<file path="src/verilog/cic_regs.svh">
// register offsets, field positions, reset values and counts of the interrupt control block
`ifndef CIC_REGS_SVH
`define CIC_REGS_SVH

`define CIC_ADDR_W          4
`define CIC_OFF_CONTROL     4'h0
`define CIC_OFF_IRQ_STATUS  4'h1
`define CIC_OFF_IRQ_MASK    4'h2
`define CIC_OFF_PIN_FLAGS   4'h3
`define CIC_OFF_PIN_ENABLE  4'h4
`define CIC_OFF_VECTOR_LO   4'h5
`define CIC_OFF_VECTOR_HI   4'h6

`define CIC_BIT_GLOBAL_EN   7
`define CIC_BIT_PERIPH_EN   6
`define CIC_BIT_TMR_IE      5
`define CIC_BIT_EXT_IE      4
`define CIC_BIT_PC_IE       3
`define CIC_BIT_TMR_F       2
`define CIC_BIT_EXT_F       1
`define CIC_BIT_PC_F        0

`define CIC_RESET_CONTROL   8'h00
`define CIC_VECTOR          16'h0004
`define CIC_PIN_COUNT       8

`endif
</file>
<file path="src/verilog/cic_pkg.sv">
// types shared by the interrupt control block
package cic_pkg;

  typedef struct packed {
    logic       wr;
    logic       rd;
    logic [3:0] addr;
    logic [7:0] wdata;
  } cic_bus_s;

  typedef struct packed {
    logic timer_overflow;
    logic ext_level;
    logic peripheral_req;
  } cic_events_s;

  typedef enum logic [1:0] {
    CIC_RUN,
    CIC_VECTOR,
    CIC_IN_ISR
  } cic_state_e;

endpackage

</file>
<file path="src/verilog/cic_core_interrupt_control.sv">
// core interrupt control register, source flags and vector request logic
//
// Contract
// [RQ1] global enable one lets enabled interrupts redirect; zero blocks all
// [RQ2] peripheral-group enable passes enabled peripheral requests to global gate
// [RQ3] clearing peripheral-group enable blocks every peripheral source
// [RQ4] timer-overflow flag sets on 8-bit timer overflow, else reads zero
// [RQ5] external-pin flag sets on qualifying pin edge, else stays zero
// [RQ6] pin-change summary is one while any per-pin change flag is set
// [RQ7] summary is read-only; clears only when all per-pin flags cleared
// [RQ8] every implemented control bit resets to zero
// [RQ9] flags set on events regardless of any enable bit; per-pin change flags here set only for pins enabled in pin_change_enable
// [RQ10] accepting interrupt clears global enable, pushes pc, loads vector
// [RQ11] return from interrupt restores context and sets global enable
// [RQ12] edge select one picks rising edge, zero picks falling edge
// [RQ13] each source requests only when its flag and enable are both one
//
// Design decisions made here: the register offsets and strobed register access.
`timescale 1ns/1ps
`include "cic_regs.svh"

module cic_core_interrupt_control (
  // clock and reset
  input  wire logic                      ref_clk_i,
  input  wire logic                      reset_n_i,
  // register port
  input  wire logic [`CIC_ADDR_W-1:0]    addr_i,
  input  wire logic [7:0]                wdata_i,
  input  wire logic                      wr_i,
  input  wire logic                      rd_i,
  output logic      [7:0]                rdata_o,
  // event sources
  input  wire logic                      timer_overflow_i,
  input  wire logic                      ext_pin_i,
  input  wire logic                      external_edge_select_i,
  input  wire logic [`CIC_PIN_COUNT-1:0] change_pins_i,
  input  wire logic                      peripheral_req_i,
  // program sequencer
  input  wire logic                      vector_taken_i,
  input  wire logic                      return_from_interrupt_i,
  output logic                           vector_req_o,
  output logic      [15:0]               vector_addr_o,
  output logic                           push_pc_o,
  output logic                           restore_context_o,
  // interrupt line
  output logic                           irq_o
);

  // ----------------------------------------------------------------
  // control register and per-pin change state
  // ----------------------------------------------------------------
  logic                      global_irq_enable;
  logic                      peripheral_group_enable;
  logic                      timer_overflow_irq_enable;
  logic                      ext_irq_enable;
  logic                      pin_change_irq_enable;
  logic                      timer_overflow_flag;
  logic                      external_pin_flag;
  logic [`CIC_PIN_COUNT-1:0] per_pin_change_flags;
  logic [`CIC_PIN_COUNT-1:0] pin_change_enable;
  logic [2:0]                irq_status;
  logic [2:0]                irq_mask;
  cic_pkg::cic_state_e       state;

  // ----------------------------------------------------------------
  // pin synchronisers
  // ----------------------------------------------------------------
  logic                      ext_meta;
  logic                      ext_sync;
  logic                      ext_prev;
  logic [`CIC_PIN_COUNT-1:0] pins_meta;
  logic [`CIC_PIN_COUNT-1:0] pins_sync;
  logic [`CIC_PIN_COUNT-1:0] pins_prev;

  always_ff @(posedge ref_clk_i) begin
    if (!reset_n_i) begin
      ext_meta  <= 1'b0;
      ext_sync  <= 1'b0;
      ext_prev  <= 1'b0;
      pins_meta <= 8'h00;
      pins_sync <= 8'h00;
      pins_prev <= 8'h00;
    end else begin
      ext_meta  <= ext_pin_i;
      ext_sync  <= ext_meta;
      ext_prev  <= ext_sync;
      pins_meta <= change_pins_i;
      pins_sync <= pins_meta;
      pins_prev <= pins_sync;
    end
  end

  // ----------------------------------------------------------------
  // event decode
  // ----------------------------------------------------------------
  // edge detection starts from the synced copy; a pin held high through reset gives one rising edge
  wire ext_rise  = ext_sync & ~ext_prev;
  wire ext_fall  = ~ext_sync & ext_prev;
  wire ext_event = external_edge_select_i ? ext_rise : ext_fall; // [RQ12]
  wire [`CIC_PIN_COUNT-1:0] pin_events = (pins_sync ^ pins_prev) & pin_change_enable;

  wire pin_change_summary_flag = |per_pin_change_flags; // [RQ6]

  wire wr_control = wr_i && (addr_i == `CIC_OFF_CONTROL);
  wire wr_status  = wr_i && (addr_i == `CIC_OFF_IRQ_STATUS);
  wire wr_mask    = wr_i && (addr_i == `CIC_OFF_IRQ_MASK);
  wire wr_pflags  = wr_i && (addr_i == `CIC_OFF_PIN_FLAGS);
  wire wr_penable = wr_i && (addr_i == `CIC_OFF_PIN_ENABLE);

  wire [7:0] control_value = {global_irq_enable, peripheral_group_enable,
                              timer_overflow_irq_enable, ext_irq_enable,
                              pin_change_irq_enable, timer_overflow_flag,
                              external_pin_flag, pin_change_summary_flag};

  // ----------------------------------------------------------------
  // request gating
  // ----------------------------------------------------------------
  wire tmr_req = timer_overflow_flag & timer_overflow_irq_enable;     // [RQ13]
  wire ext_req = external_pin_flag & ext_irq_enable;                  // [RQ13]
  wire pc_req  = pin_change_summary_flag & pin_change_irq_enable;     // [RQ13]
  wire per_req = peripheral_req_i & peripheral_group_enable;          // [RQ2] [RQ3]
  wire any_req = tmr_req | ext_req | pc_req | per_req;
  wire accept  = global_irq_enable & any_req & (state == cic_pkg::CIC_RUN); // [RQ1]

  // ----------------------------------------------------------------
  // read mux
  // ----------------------------------------------------------------
  logic [7:0] next_rdata;
  always_comb begin
    next_rdata = 8'h00;
    case (addr_i)
      `CIC_OFF_CONTROL:    next_rdata = control_value;
      `CIC_OFF_IRQ_STATUS: next_rdata = {5'h00, irq_status};
      `CIC_OFF_IRQ_MASK:   next_rdata = {5'h00, irq_mask};
      `CIC_OFF_PIN_FLAGS:  next_rdata = per_pin_change_flags;
      `CIC_OFF_PIN_ENABLE: next_rdata = pin_change_enable;
      `CIC_OFF_VECTOR_LO:  next_rdata = vector_addr_o[7:0];
      `CIC_OFF_VECTOR_HI:  next_rdata = vector_addr_o[15:8];
      default:             next_rdata = 8'h00;
    endcase
  end

  // ----------------------------------------------------------------
  // control register
  // ----------------------------------------------------------------
  // hardware sets beat a software write of zero in the same cycle
  always_ff @(posedge ref_clk_i) begin
    if (!reset_n_i) begin
      global_irq_enable         <= 1'b0; // [RQ8]
      peripheral_group_enable   <= 1'b0;
      timer_overflow_irq_enable <= 1'b0;
      ext_irq_enable            <= 1'b0;
      pin_change_irq_enable     <= 1'b0;
      timer_overflow_flag       <= 1'b0;
      external_pin_flag         <= 1'b0;
      per_pin_change_flags      <= 8'h00;
      pin_change_enable         <= 8'h00;
    end else begin
      if (accept) begin
        global_irq_enable <= 1'b0; // [RQ10]
      end else if (return_from_interrupt_i && state == cic_pkg::CIC_IN_ISR) begin
        global_irq_enable <= 1'b1; // [RQ11]
      end else if (wr_control) begin
        global_irq_enable <= wdata_i[`CIC_BIT_GLOBAL_EN];
      end
      if (wr_control) begin
        peripheral_group_enable   <= wdata_i[`CIC_BIT_PERIPH_EN];
        timer_overflow_irq_enable <= wdata_i[`CIC_BIT_TMR_IE];
        ext_irq_enable            <= wdata_i[`CIC_BIT_EXT_IE];
        pin_change_irq_enable     <= wdata_i[`CIC_BIT_PC_IE];
      end
      // flags set with no regard to any enable bit
      timer_overflow_flag <= timer_overflow_i |
                             (wr_control ? wdata_i[`CIC_BIT_TMR_F] : timer_overflow_flag); // [RQ4] [RQ9]
      external_pin_flag   <= ext_event |
                             (wr_control ? wdata_i[`CIC_BIT_EXT_F] : external_pin_flag); // [RQ5] [RQ9]
      // summary bit ignores control writes; only per-pin flags are writable
      per_pin_change_flags <= pin_events |
                              (wr_pflags ? wdata_i : per_pin_change_flags); // [RQ7]; per-pin flags set only for pins enabled in pin_change_enable
      if (wr_penable) begin
        pin_change_enable <= wdata_i;
      end
    end
  end

  // ----------------------------------------------------------------
  // sticky status, mask and sequencer handshake
  // ----------------------------------------------------------------
  wire [2:0] status_set = {tmr_req, ext_req, pc_req};
  wire [2:0] next_status = status_set | (irq_status & ~(wr_status ? wdata_i[2:0] : 3'h0));

  always_ff @(posedge ref_clk_i) begin
    if (!reset_n_i) begin
      irq_status        <= 3'h0;
      irq_mask          <= 3'h0;
      irq_o             <= 1'b0;
      rdata_o           <= 8'h00;
      state             <= cic_pkg::CIC_RUN;
      vector_req_o      <= 1'b0;
      vector_addr_o     <= 16'h0000;
      push_pc_o         <= 1'b0;
      restore_context_o <= 1'b0;
    end else begin
      irq_status        <= next_status;
      irq_o             <= |(next_status & (wr_mask ? wdata_i[2:0] : irq_mask));
      rdata_o           <= rd_i ? next_rdata : 8'h00;
      push_pc_o         <= accept; // [RQ10]
      restore_context_o <= return_from_interrupt_i && state == cic_pkg::CIC_IN_ISR; // [RQ11]
      if (wr_mask) begin
        irq_mask <= wdata_i[2:0];
      end
      case (state)
        cic_pkg::CIC_RUN: begin
          if (accept) begin
            state         <= cic_pkg::CIC_VECTOR;
            vector_req_o  <= 1'b1;
            vector_addr_o <= `CIC_VECTOR; // [RQ10]
          end
        end
        cic_pkg::CIC_VECTOR: begin
          if (vector_taken_i) begin
            state        <= cic_pkg::CIC_IN_ISR;
            vector_req_o <= 1'b0;
          end
        end
        cic_pkg::CIC_IN_ISR: begin
          if (return_from_interrupt_i) begin
            state <= cic_pkg::CIC_RUN;
          end
        end
        default: begin
          state <= cic_pkg::CIC_RUN;
        end
      endcase
    end
  end

endmodule

</file>
<file path="config.mk">
export PLATFORM = sky130hd
export DESIGN_NAME = cic_core_interrupt_control
export DESIGN_NICKNAME = d
export VERILOG_FILES = /design/src/verilog/cic_pkg.sv /design/src/verilog/cic_core_interrupt_control.sv
export VERILOG_INCLUDE_DIRS = /design/src /design/src/verilog
export SDC_FILE = /design/constraint.sdc
export NUM_CORES = 1
export LEC_CHECK = 0
export ABC_AREA = 1
export BUFFER_PORTS_ARGS = -buffer_cell sky130_fd_sc_hd__buf_4
export CORE_AREA = 8 8 92 94
export DETAILED_ROUTE_END_ITERATION = 8
export DIE_AREA = 0 0 100 102
export GPL_TIMING_DRIVEN = 0
export SYNTH_ARGS = -nofsm -noshare
export SYNTH_HDL_FRONTEND = slang
export SYNTH_SLANG_ARGS = --single-unit
export TNS_END_PERCENT = 10
</file>
<file path="constraint.sdc">
create_clock -name ref_clk_i -period 3.7 [get_ports ref_clk_i]
set_clock_uncertainty 0.1 [all_clocks]
set_input_delay 0.185 -clock ref_clk_i [delete_from_list [all_inputs] [get_ports ref_clk_i]]
set_output_delay 0.185 -clock ref_clk_i [all_outputs]
set_load 0.1 [all_outputs]
</file>
==> results.json <==
{
  "die_h_um": 102,
  "fin_nets": 496,
  "hold_path_class": "in2reg",
  "min_period_ns": 1.48,
  "io_pins": 58,
  "p_per_area_nw_per_um2": 452,
  "ys_seq_area_frac": 0.491,
  "cap_viol_max_count": 0,
  "drc": 0,
  "synth-simple-area-share": 0.198,
  "critPathCaptureType": "flip-flop",
  "grt_max_degree": 13,
  "peakVddDrop_uv": 204,
  "yosysTopAreaCellShare": 0.491,
  "synth_xor_area_frac": 0,
  "pre_cts_ws_ns": 2.13,
  "max_clock_freq_ghz": 0.676,
  "clkSinkCount": 71,
  "synthMuxAreaShare": 0,
  "n_antenna_cell": 0,
  "synth_top_family_by_area": "simple AND/OR/NAND/NOR gates",
  "worstPathArrival_ns": 1.66,
  "crit_type": "reg2reg",
  "path_buf_inv": 0,
  "run_status": "completed",
  "placed_cell_area_um2": 3380,
  "clk_pin_slew_worst_paths_ns": 0.08,
  "drv_slew": 0,
  "row_count": 31,
  "tritoncts": "done",
  "finalSetupViolations": 0,
  "grt_pass1_wl_mm": 10.8,
  "relSlewSlack": 0.610,
  "synth_ff_type": "dfxtp_1",
  "synthArstFlopShare": 0,
  "globalplace.congestion": 0.895,
  "grt_pass1_vias": 2307,
  "p_leak_nw": 1.91,
  "critPathMaxStageDelay_ns": 0.35,
  "synth_top_cell_by_area": "dfxtp_1",
  "power_mw": 1.68,
  "grtUsageTotal": 0.134,
  "cts_setup_buffers": 0,
  "clkLatencyLatePin_ns": 0.33,
  "hold_viol": 0,
  "numCtsBuffers": 9,
  "fillerInstances": 692,
  "fin_crit_sh": 0.400,
  "cp_top_family": "simple AND/OR/NAND/NOR gates",
  "cts_resized": 0,
  "overflow": 0,
  "layout_commonest_cell": "nand2_1",
  "cp_common_cell": "nand2_1",
  "firstDrtPassIters": 4,
  "avgViaCountPerCell": 4.28,
  "rsz0062_at_grt": "false",
  "tightestPinTransition_ns": 0.586,
  "crit_chain": "nor2_1 -> nand2_1 -> o21ai_0 -> nand2_1 -> nand2_1 -> and3_1",
  "wl_per_cell_um": 11.6,
  "dpl.hpwl_mm": 4.94,
  "hold_slack_ns": 0.0356,
  "cp_slowest_cell": "o21ai_0",
  "synth.top_cells.by_area": "dfxtp_1 49%, nand2_1 11%, inv_1 11%",
  "cts_buffer_depth": 2,
  "drtAntennaViolNets": 0,
  "routed-via-count": 2438,
  "avgSynthCellArea_um2": 7.42,
  "netlist_area_um2": 2890,
  "drive_gt1_frac": 0.176,
  "synth_compound_area_frac": 0.145,
  "port_buffers": 41,
  "start_util": 0.410,
  "final_area_um2": 3710,
  "cts-root-buf": "clkbuf_8",
  "crit_required_ns": 3.88,
  "synth-edff-count": 0,
  "layout_common_cells": "88 x nand2_1, 81 x inv_1, 71 x dfxtp_1",
  "fp.dieW_um": 100,
  "drt_iter0_drc": 120,
  "yosysUniqueCellTypes": 23,
  "synth_fa_ha_area_frac": 0,
  "synth-seq-cells": 71,
  "core_region_area_um2": 7060,
  "syn_inst": 390,
  "crit_fanout": 5,
  "setup_tns_ns": 0,
  "synth_warnings": 0,
  "post-route-worst-setup-slack_ns": 2.22,
  "htree_levels": 3,
  "grt_antenna_before_repair": 0,
  "cp-start-kind": "flip-flop",
  "routed_wl_mm": 6.62,
  "areaGrowthSynthToFinish_pct": 28.2,
  "die_area_um2": 10200
}
## routing by layer
layer  vias up  track usage  wire [um]
met5         -            0          0
li1       1330            -          -
met4         0       0.0616        156
met2        57        0.219       2990
met3        11       0.0388        353
met1      1040        0.161       3110
## cell families after synthesis
logic type | count (synthesis)
AND/OR/NAND/NOR | 133
buffers and inverters | 106
AO/OA/AOI/OAI | 79
flip-flops | 71
other | 1
## stage by stage
stage           util  instances
2_1_floorplan      -        404
3_3_place_gp   0.479        544
3_5_place_dp   0.479        544
4_1_cts        0.526        570
5_1_grt        0.526        570
6_report       0.526        570
## where the power goes
group          switching (mW)  total [mW]  internal [mW]
sequential            0.00867       0.791          0.783
clock                   0.284       0.703          0.419
combinational           0.126       0.182         0.0561
## layout make-up
class | instances | area, um^2 | share of cell area
repair buffers | 51 | 408 | 0.110
multi-input cells | 227 | 1050 | 0.282
inverters | 82 | 308 | 0.0829
clock buffers | 12 | 155 | 0.0418
well taps | 99 | 124 | 0.0334
clock inverters | 4 | 77.6 | 0.0209
plain buffers | 24 | 170 | 0.0459
flip-flops and latches | 71 | 1420 | 0.383
## flip-flops by register name, summed over array words and instances, names as in the netlist, 2 cells and up
signal / flops
pins_meta: 8
irq_status: 3
state: 2
pins_sync: 8
pin_change_enable: 8
irq_mask: 3
rdata_o: 8
pins_prev: 8
per_pin_change_flags: 8
## worst min-delay path: stages
cell and delay, ns:
buf_4 0.08, nand3b_1 0.10, a21oi_1 0.06
## synth_stat cells (5+ instances only)
cell,n
a21oi_1,30
buf_4,15
dfxtp_1,71
inv_1,81
nand2_1,88
nand3_1,11
nor2_1,18
o21ai_0,42
o221ai_1,5
## repair_timing
item                       4_1_cts  5_1_grt
setup endpoints to repair        0        0
hold buffers                    10        0
hold endpoints to repair        10        0
## worst paths after layout
check	cells past startpoint	slack [ns]	end	startpoint
min	3	0.04	state[1]	return_from_interrupt_i
max	6	2.22	global_irq_enable	per_pin_change_flags[6]
max reg2reg	6	2.22	global_irq_enable	per_pin_change_flags[6]
min reg2reg	2	0.30	pins_sync[2]	pins_meta[2]
(Power assumes the default switching activity.)
